--- config.mk ---
export PLATFORM = sky130hd
export DESIGN_NAME = tx_subaddr_pingpong_status
export DESIGN_NICKNAME = d
export VERILOG_FILES = /design/src/verilog/tx_ctrl_pkg.sv /design/src/verilog/tx_subaddr_pingpong_status.sv /design/src/verilog/edge_flag.sv
export SDC_FILE = /design/constraint.sdc
export NUM_CORES = 1
export LEC_CHECK = 0
export ABC_CLOCK_PERIOD_IN_PS = 3850
export BUFFER_PORTS_ARGS = -buffer_cell sky130_fd_sc_hd__buf_2
export CAP_MARGIN = 0
export CORE_MARGIN = 1
export CORE_UTILIZATION = 54
export CTS_CLUSTER_DIAMETER = 100
export DETAILED_ROUTE_END_ITERATION = 8
export PLACE_DENSITY_LB_ADDON = 0.25
export SLEW_MARGIN = 20
export SYNTH_ARGS = -nofsm -noshare
export SYNTH_HDL_FRONTEND = slang
export SYNTH_SLANG_ARGS = --single-unit
export TNS_END_PERCENT = 30
--- constraint.sdc ---
create_clock -name ref_clk_i -period 3.85 [get_ports ref_clk_i]
set_input_delay 0.385 -clock ref_clk_i [delete_from_list [all_inputs] [get_ports ref_clk_i]]
set_output_delay 0.385 -clock ref_clk_i [all_outputs]
set_load 0.005 [all_outputs]
--- src/verilog/tx_ctrl_pkg.sv ---
// Constants for the transmit subaddress control word status logic
package tx_ctrl_pkg;
  localparam int unsigned CW_WIDTH = 16;
  localparam int unsigned BIT_BUSY_REQ = 12;
  localparam int unsigned BIT_SELECTOR = 10;
  localparam int unsigned BIT_BROADCAST_RECEIVED_FLAG = 9;
  localparam int unsigned BIT_PP_ACK = 8;
  localparam int unsigned CZN_HI = 7;
  localparam int unsigned CZN_LO = 4;
  localparam int unsigned BIT_STOP_REQ = 3;
  localparam int unsigned BIT_PP_EN = 2;
  localparam int unsigned BIT_CIRC2_EN = 1;
  localparam int unsigned BIT_CIRC1_EN = 0;
  localparam logic [15:0] CW_RESET = 16'h0000;
  localparam logic [4:0] BROADCAST_RECEIVED_FLAG_ADDR = 5'h1f;
  // Register offsets on the plain port
  localparam logic [1:0] ADDR_CTRL = 2'h0;
  localparam logic [1:0] ADDR_STATUS = 2'h1;
  localparam logic [1:0] ADDR_IRQ_MASK = 2'h2;
  localparam logic [1:0] ADDR_ACTIVE = 2'h3;
  localparam int unsigned IRQ_W = 3;
  localparam int unsigned IRQ_TOGGLE = 0;
  localparam int unsigned IRQ_BROADCAST_RECEIVED_FLAG = 1;
  localparam int unsigned IRQ_ACK_CHG = 2;
  typedef enum logic [3:0] {
    MODE_INDEXED = 4'h1,
    MODE_CIRC1 = 4'h2,
    MODE_CIRC2 = 4'h4,
    MODE_PINGPONG = 4'h8
  } buf_mode_e;
endpackage

--- src/verilog/tx_subaddr_pingpong_status.sv ---
// Ping-pong selector, broadcast flag and ack handshake for one TX subaddress
// Notes on behaviour
// - Selector 0 picks data pointer A, 1 picks pointer B in ping-pong.
// - Selector inverts after each error-free, non-broadcast message while ping-pong enable and ack are high.
// - Selector kept after error, illegal command or Busy answer.
// - Master and software reset clear the selector to 0.
// - Selector is ignored in indexed and both circular modes.
// - Broadcast transmit command sets the broadcast-received flag.
// - With broadcast disabled, address 31 is not valid; flag unused.
// - Both resets clear the broadcast-received flag.
// - Ack rises once ping-pong enable is seen active.
// - Host sets stop request; device clears the ack.
// - Host clears stop request; device sets the ack again.
// - Enable high with ack low: fixed buffer, no toggle.
// - Circular mode 2 uses the trailing-zero count field.
// - Busy request: no data words and no selector toggle.
//
// Implementation choices: the register addresses and strobed register access.
`timescale 1ns/10ps
`default_nettype none
module tx_subaddr_pingpong_status
  import tx_ctrl_pkg::*;
#(
  parameter int unsigned AW = 2
) (
  input wire logic ref_clk_i, // 100 MHz clock
  input wire logic nrst_i, // Master reset, low
  input wire logic software_reset_cmd_i, // Software reset pulse
  input wire logic broadcast_disable_i, // Broadcast disable option
  input wire logic [AW-1:0] addr_i, // Register address
  input wire logic [15:0] wdata_i, // Write data
  input wire logic wr_i, // Write strobe
  input wire logic rd_i, // Read strobe
  output logic [15:0] rdata_o, // Read data
  input wire logic cmd_start_i, // TX command to this subaddress starts
  input wire logic [4:0] cmd_rt_addr_i, // Command terminal address
  input wire logic cmd_end_i, // Message complete pulse
  input wire logic cmd_error_i, // Message ended in error
  input wire logic cmd_illegal_i, // Command illegal
  input wire logic global_busy_i, // Terminal-wide busy status
  output logic use_ptr_b_o, // Fetch data pointer B
  output logic send_data_o, // Data words allowed
  output logic [3:0] circ2_trailing_zero_count_o, // Circ mode 2 count
  output logic [3:0] buf_mode_o, // One-hot buffer mode
  output logic irq_o // Interrupt level
);
  typedef struct packed {
    logic [15:0] cw;
    logic active;
    logic broadcast_received_flag_cmd;
    logic [15:0] rdata;
    logic [IRQ_W-1:0] mask;
    logic use_b;
    logic send;
    logic [3:0] czn;
    logic [3:0] mode;
    logic irq;
  } st_s;

  st_s s_q;
  st_s s_d;
  logic [IRQ_W-1:0] ev;
  logic [IRQ_W-1:0] flags;
  logic stat_rd;

  function automatic buf_mode_e mode_of(input logic [15:0] cw);
    if (cw[BIT_PP_EN])
      return MODE_PINGPONG;
    else if (cw[BIT_CIRC2_EN])
      return MODE_CIRC2;
    else if (cw[BIT_CIRC1_EN])
      return MODE_CIRC1;
    else
      return MODE_INDEXED;
  endfunction

  function automatic logic is_broadcast_received_flag(input logic [4:0] a, input logic dis);
    return (a == BROADCAST_RECEIVED_FLAG_ADDR) && !dis;
  endfunction

  assign stat_rd = rd_i && (addr_i == ADDR_STATUS);

  always_comb
  begin
    logic busy;
    logic pp;
    logic good;
    logic [15:0] hw_bits;
    logic [15:0] wmask;
    busy = 1'b0;
    pp = 1'b0;
    good = 1'b0;
    hw_bits = '0;
    wmask = '0;
    s_d = s_q;
    ev = '0;
    busy = s_q.cw[BIT_BUSY_REQ] || global_busy_i;
    pp = (mode_of(s_q.cw) == MODE_PINGPONG);
    // Host writes keep device-owned bits
    wmask = 16'hffff;
    wmask[BIT_SELECTOR] = 1'b0;
    wmask[BIT_BROADCAST_RECEIVED_FLAG] = 1'b0;
    wmask[BIT_PP_ACK] = 1'b0;
    if (wr_i && addr_i == ADDR_CTRL)
    begin
      s_d.cw = (wdata_i & wmask) | (s_q.cw & ~wmask);
    end
    if (wr_i && addr_i == ADDR_IRQ_MASK)
    begin
      s_d.mask = wdata_i[IRQ_W-1:0];
    end
    // Command start latches buffer choice
    if (cmd_start_i && !s_q.active)
    begin
      s_d.active = 1'b1;
      s_d.broadcast_received_flag_cmd = is_broadcast_received_flag(cmd_rt_addr_i, broadcast_disable_i);
      // Selector only matters in ping-pong
      s_d.use_b = pp && s_q.cw[BIT_SELECTOR];
      s_d.send = !busy;
      s_d.czn = s_q.cw[CZN_HI:CZN_LO];
      if (is_broadcast_received_flag(cmd_rt_addr_i, broadcast_disable_i))
      begin
        s_d.cw[BIT_BROADCAST_RECEIVED_FLAG] = 1'b1;
        ev[IRQ_BROADCAST_RECEIVED_FLAG] = 1'b1;
      end
    end
    if (cmd_end_i && s_q.active)
    begin
      s_d.active = 1'b0;
      s_d.send = 1'b0;
      good = !cmd_error_i && !cmd_illegal_i && !busy && !s_q.broadcast_received_flag_cmd;
      // Toggle only with ack high
      if (pp && s_q.cw[BIT_PP_ACK] && good)
      begin
        s_d.cw[BIT_SELECTOR] = !s_q.cw[BIT_SELECTOR];
        ev[IRQ_TOGGLE] = 1'b1;
      end
    end
    // Handshake only between messages
    if (!s_q.active && !cmd_start_i)
    begin
      if (pp && !s_q.cw[BIT_STOP_REQ] && !s_q.cw[BIT_PP_ACK])
      begin
        s_d.cw[BIT_PP_ACK] = 1'b1;
        ev[IRQ_ACK_CHG] = 1'b1;
      end
      else if (s_q.cw[BIT_PP_ACK] && (!pp || s_q.cw[BIT_STOP_REQ]))
      begin
        s_d.cw[BIT_PP_ACK] = 1'b0;
        ev[IRQ_ACK_CHG] = 1'b1;
      end
    end
    s_d.mode = mode_of(s_q.cw);
    hw_bits = s_q.cw;
    s_d.rdata = '0;
    if (rd_i)
    begin
      unique case (addr_i)
        ADDR_CTRL: s_d.rdata = hw_bits;
        ADDR_STATUS: s_d.rdata = {{(16-IRQ_W){1'b0}}, flags};
        ADDR_IRQ_MASK: s_d.rdata = {{(16-IRQ_W){1'b0}}, s_q.mask};
        ADDR_ACTIVE: s_d.rdata = {15'h0000, s_q.active};
      endcase
    end
    s_d.irq = |((flags | ev) & s_d.mask) && !stat_rd
      || |(ev & s_d.mask);
    if (!nrst_i)
    begin
      s_d = '0;
      s_d.cw = CW_RESET;
      s_d.mode = MODE_INDEXED;
    end
    else if (software_reset_cmd_i)
    begin
      s_d.cw[BIT_SELECTOR] = 1'b0;
      s_d.cw[BIT_BROADCAST_RECEIVED_FLAG] = 1'b0;
      s_d.active = 1'b0;
      s_d.send = 1'b0;
      s_d.use_b = 1'b0;
    end
  end

  always_ff @(posedge ref_clk_i)
  begin
    s_q <= s_d;
  end

  edge_flag #(
    .W(IRQ_W)
  ) u_flags (
    .ref_clk_i(ref_clk_i),
    .nrst_i(nrst_i),
    .set_i(ev),
    .clr_i(stat_rd),
    .flag_o(flags)
  );

  assign rdata_o = s_q.rdata;
  assign use_ptr_b_o = s_q.use_b;
  assign send_data_o = s_q.send;
  assign circ2_trailing_zero_count_o = s_q.czn;
  assign buf_mode_o = s_q.mode;
  assign irq_o = s_q.irq;
endmodule
`default_nettype wire

--- src/verilog/edge_flag.sv ---
// Sticky event flag with read clear where a new set wins
`timescale 1ns/10ps
`default_nettype none
module edge_flag #(
  parameter int unsigned W = 3
) (
  input wire logic ref_clk_i, // Clock
  input wire logic nrst_i, // Sync reset, low
  input wire logic [W-1:0] set_i, // Event pulses
  input wire logic clr_i, // Read clear
  output logic [W-1:0] flag_o // Sticky flags
);
  typedef struct packed {
    logic [W-1:0] flag;
  } st_s;
  st_s s_q;
  st_s s_d;
  always_comb
  begin
    s_d = s_q;
    if (clr_i)
    begin
      s_d.flag = '0;
    end
    s_d.flag = s_d.flag | set_i;
    if (!nrst_i)
    begin
      s_d.flag = '0;
    end
  end
  always_ff @(posedge ref_clk_i)
  begin
    s_q <= s_d;
  end
  assign flag_o = s_q.flag;
endmodule
`default_nettype wire

======== Yosys cells after proc, flatten, opt, wreduce, memory -nomap -nowiden ========
Index checks and enable logic that the tools add are counted.
W data, S select, Z words.
storage, ports and cells
  bits in registers ....................... 51
  input port bits ......................... 34
  output and inout bits ................... 27
  logic and storage cells ................. 83
operators by class
  equal/unequal tests ..................... 5
  multiplexer cells ....................... 21
  bitwise logic cells ..................... 6
  reduce and logical (&&, ||, !) cells .... 38
operators by type and width
  kind                  number
  $pmux W16 S4          1
  $logic_and A1 B1 Y1   17
  $or A16 B11 Y16       1
  $mux W1               14
  $logic_not A1 Y1      12
  $mux W11              1
  $mux W3               3
  $reduce_or A3 Y1      3
  $and A3 B3 Y3         2
  $or A3 B3 Y3          2
  $eq A5 B5 Y1 const B  1
  $eq A2 B2 Y1 const B  2
  $eq A4 B4 Y1 const B  1
  $mux W4               1
  $logic_or A1 B1 Y1    3
  $eq A2 B1 Y1 const B  1
  $logic_not A2 Y1      1
  $mux W2               1
  $reduce_and A2 Y1     1
  $reduce_or A2 Y1      1
  $not A1 Y1            1

======== Logic depth before layout (Yosys ltp) ========
  depth in word-level cells ............... 15
  gate-level depth with buffers ........... 6
  mapped depth without buffers ............ 6

======== Modules after synthesis ========
From an unflattened synthesis, not the netlist that was laid out.
second synthesis, totals
  cell total of the unflattened synthesis .. 221
  area total of the unflattened synthesis .. 2074.5 um2
by module, submodules not included
  module                      instances  cells each  area an instance (um2)  seq. area each (um2)
  tx_subaddr_pingpong_status  1          212         1973.1                  960.9
  edge_flag                   1          9           101.3                   60.1

======== Least setup slack after synthesis ========
Ideal clock, no wire load.
  path type ............................... flip-flop to flip-flop
  from .................................... register s_q[34] (netlist bit)
  to ...................................... register s_q, in the netlist irq_o
  setup time .............................. 58 ps
  arrival time ............................ 1295 ps
  required time ........................... 3792 ps
  setup slack ............................. 2497 ps
  stages on the path, launching flop included .. 7
  buffers on the path ..................... 0
  clock period less this slack ............ 1353 ps
  path through ............................ dfxtp_1 nor2b_1 ha_1 nor3_1 a21oi_1 nor3b_1 a211o_1
on the way
  word-level cells in the longest chain between the ends .. 13
  elaborated cells on any way between the ends .. 21
  classes of those cells .................. eq/ne: 1; mux: 6; bitwise: 3; reduce/logical: 11
ends and longest elaborated chain
  item                    line                               text
  start, declared         tx_subaddr_pingpong_status.sv:60   st_s s_q;
  start signal, assigned  tx_subaddr_pingpong_status.sv:185  s_q <= s_d;
  $mux W4 (*)             tx_subaddr_pingpong_status.sv:67   if (cw[BIT_PP_EN])
  $eq A4 B4 Y1 (*)        tx_subaddr_pingpong_status.sv:98   pp = (mode_of(s_q.cw) == MODE_PINGPONG);
  $logic_not A1 Y1        tx_subaddr_pingpong_status.sv:147  else if (s_q.cw[BIT_PP_ACK] && (!pp || s_q.cw[BIT_STOP_REQ]))
  $logic_or A1 B1 Y1      tx_subaddr_pingpong_status.sv:147
  $logic_and A1 B1 Y1     tx_subaddr_pingpong_status.sv:147
  $mux W1                 tx_subaddr_pingpong_status.sv:147
  $mux W1                 tx_subaddr_pingpong_status.sv:142  if (pp && !s_q.cw[BIT_STOP_REQ] && !s_q.cw[BIT_PP_ACK])
  $mux W1                 tx_subaddr_pingpong_status.sv:140  if (!s_q.active && !cmd_start_i)
  $or A3 B3 Y3            tx_subaddr_pingpong_status.sv:165  s_d.irq = |((flags | ev) & s_d.mask) && !stat_rd
  $and A3 B3 Y3           tx_subaddr_pingpong_status.sv:165
  $reduce_or A3 Y1        tx_subaddr_pingpong_status.sv:165
  $logic_and A1 B1 Y1     tx_subaddr_pingpong_status.sv:165
  $logic_or A1 B1 Y1 (*)  tx_subaddr_pingpong_status.sv:166  || |(ev & s_d.mask);
Every way passes the cells marked *; elsewhere a longest branch is shown, timed or not.
A chain may end at the register's enable or synchronous reset.

======== Worst setup path in the final report ========
Same ends and word-level chain as after synthesis.

==> flow_summary.ini <==
[run_status]
status = completed

[min_path]
min_to = s_q[38]$_SDFFE_PN0P_
min_path_cells = 3
holdCritStartpoint = wdata_i[6]
hold_class = primary input to register

[clock_network]
cts_tree = yes
clk_pin_slew_worst_paths_ps = 90
clk_latency_ps = 310
cts-root-buf = clkbuf_8
cts_setup_buffers = 0
cts_hold_buf = 0
numCtsBuffers = 5
htree_levels = 2
cts_buffer_depth = 2
cts.sinks = 51
post_cts_resized = 0

[yosys]
synth_cells = 218
synth_area_per_cell_um2 = 9.522
netlist_area_mm2 = 0.002076
synth_cell_types = 35
synth_seq_area_share = 0.4919
ys_ff_latch = 51
synth_nets = 254
yosysWarnings = 0

[finish]
syn_to_final_growth_pct = 11.33
final_cells = 299
fillers = 334
diodes = 0
nNetsFinal = 286
final_area_mm2 = 0.002311
fin_util = 0.6312
drive_above_1_share = 0.2829

[floorplanning]
core_mm2 = 0.003661
die_w_um = 64
rows = 22
dieArea_mm2 = 0.004096
ioPinCount = 61
die_h_um = 64
start_util = 0.5670

[grt]
overflow = 0
grt_first_pass_wirelength_um = 6044
track_usage = 0.1986
grt_pass1_vias = 1414
grt_max_degree = 35
antenna_found_initial = 0

[timing]
fin_tns_setup_ps = 0
worst_pin_slew_ps = 515.5
drv_slew = 0
rsz0062_at_grt = false
min_period_ps = 1622
fin_crit_sh = 0.4214
setup_viol = 0
fin_hold_ws_ps = 302.2
hold_viol_final = 0
fin_skew_ps = 4.427
fmax_ghz = 0.6163
slew_headroom = 0.6563

[power_and_ir_drop]
p_leak_nw = 1.049
vdd_ir_drop_max_v = 0.0002400
p_seq_frac = 0.550
p_int_mw = 0.7766
clkPwrFrac = 0.385
comb_power_share = 0.064
switchingPower_mw = 0.2099
p_per_area_mw_per_mm2 = 426.9
sw_frac_of_total = 0.2128

[drt]
drc = 0
drt.antenna.violating_nets = 0
routed_wl_um = 3719
num_vias = 1494
avgViaCountPerCell = 4.997
wl_per_cell_um = 12.44
first_pass_iters = 4
drt_iter0_markers = 46

[run]
cap_violations = 0

[placed_design]
gp_congestion = 0.7594
placed_cell_area_mm2 = 0.002193
dp.cells = 291
port_buffers = 57
dpl.hpwl_um = 2593

[setup_path]
r2r_end = irq_o$_SDFF_PN0_
r2r_slack_ps = 2230
start_kind = register
cp.required_ps = 4110
arrival_ps = 1880
critPathMaxFanout = 9
r2r_cells = 6
worst-setup-path-type = register to register
end_kind = register
reg2reg_from = s_q[34]$_SDFFE_PN0P_
==> per-layer routing <==
metal / GRT usage / vias to the layer above / share of wire
met4: 0.08523 / 0 / 0.017
met1: 0.2297 / 689 / 0.44
met2: 0.3324 / 41 / 0.49
met5: 0 / - / 0
li1: - / 758 / -
met3: 0.06607 / 6 / 0.051
==> critical path, cell delays in order, from the launching register on <==
cell     delay [ps]
dfxtp_1         500
nor2b_1         240
ha_1            260
nor3_1          150
a21oi_1          90
nor3b_1         210
a211o_1         120
==> kinds of logic (layout without fill, tap and decap cells) <==
group                    after synthesis  after routing  share of synthesized area
buffers and inverters                 34             67                     0.1151
AO/OA/AOI/OAI                         32             32                     0.1067
flip-flops                            51             51                     0.4919
multiplexers                           5              5                    0.03014
AND/OR/NAND/NOR                       93             93                     0.2399
adder cells (fa/ha/maj)                2              2                    0.01205
XOR/XNOR                               1              1                   0.004220
==> power groups by stage <==
| stage | clock [mW] | combinational [mW] | sequential, mW |
|---|---|---|---|
| after floorplan | 0 | 0.0425 | 0.553 |
| after global placement | 0 | 0.0630 | 0.555 |
| after detailed placement | 0 | 0.0637 | 0.555 |
| after CTS | 0.387 | 0.0645 | 0.543 |
| after global routing | 0.408 | 0.0706 | 0.544 |
| final | 0.380 | 0.0636 | 0.543 |
==> cell type report <==
class | instances | area (um^2) | area share
inverters | 1 | 3.754 | 0.001624
clock inverters | 2 | 35.03 | 0.01516
clock buffers | 6 | 82.58 | 0.03573
multi-input cells | 133 | 815.8 | 0.3530
well taps | 48 | 60.06 | 0.02599
repair buffers | 58 | 292.8 | 0.1267
flip-flops and latches | 51 | 1021 | 0.4418
==> flip-flops by register name, summed over array words and instances (netlist names) <==
| register | count |
|---|---|
| irq_o | 1 |
| s_q | 21 |
| u_flags.flag_o | 3 |
| rdata_o | 16 |
| send_data_o | 1 |
| use_ptr_b_o | 1 |
| buf_mode_o | 4 |
| circ2_trailing_zero_count_o | 4 |
==> cell usage in the layout (no fill, tap or decap), types with 2 or more instances in the layout <==
master    Yosys  layout
nor3b_1       3       3
nor2_1       11      11
mux2i_1       4       4
a21boi_1     18      18
a21oi_1       6       6
ha_1          2       2
nand3_1       3       3
nand2_1      40      40
and2_1       15      15
dfxtp_1      51      51
nor2b_1       8       8
nor3_1        2       2
nand2b_1      2       2
buf_2         2      57
clkbuf_8      0       6
o21ai_0       3       3
==> synthesized netlist by cell type <==
cell / count / share of area
mux4_2: 1 / 0.011
nand3b_4: 1 / 0.0096
dfxtp_1: 51 / 0.49
a21boi_1: 18 / 0.065
nor4_1: 1 / 0.0030
a211o_1: 1 / 0.0042
and4b_1: 1 / 0.0048
nor3_1: 2 / 0.0048
nor3b_1: 3 / 0.011
inv_1: 1 / 0.0018
nand4_1: 1 / 0.0030
a21o_1: 1 / 0.0036
o31ai_1: 1 / 0.0036
nor2b_1: 8 / 0.024
xor2_1: 1 / 0.0042
and2_1: 15 / 0.045
nor4bb_1: 1 / 0.0048
o21ai_0: 3 / 0.0072
ha_1: 2 / 0.012
nor4b_4: 1 / 0.011
nand3b_1: 1 / 0.0036
nand3_1: 3 / 0.0072
a32oi_1: 1 / 0.0042
and2b_4: 1 / 0.0048
buf_4: 25 / 0.090
buf_2: 2 / 0.0048
nor2_1: 11 / 0.020
and3b_1: 1 / 0.0042
nand2b_1: 2 / 0.0060
buf_6: 2 / 0.011
nand2_1: 40 / 0.072
mux2i_1: 4 / 0.019
a21oi_1: 6 / 0.014
a21o_2: 1 / 0.0042
clkbuf_1: 4 / 0.0072
==> per-stage QoR <==
step	total power [mW]	setup slack (ps)
after floorplan	0.5958	2497
after global placement	0.6178	2263
after detailed placement	0.6189	2235
after CTS	0.9938	2227
after global routing	1.022	2085
final	0.9865	2228
==> worst max path at each step <==
stage,endpoint,slack (ps),from
global route,irq_o$_SDFF_PN0_,2080,s_q[34]$_SDFFE_PN0P_
floorplan,irq_o$_SDFF_PN0_,2500,s_q[34]$_SDFFE_PN0P_
CTS,irq_o$_SDFF_PN0_,2230,s_q[34]$_SDFFE_PN0P_
global placement,rdata_o[14]$_SDFF_PP0_,2260,nrst_i
finish,irq_o$_SDFF_PN0_,2230,s_q[34]$_SDFFE_PN0P_
detailed placement,rdata_o[15]$_SDFF_PP0_,2240,nrst_i
Note: power is estimated with default switching activity, not from simulation.
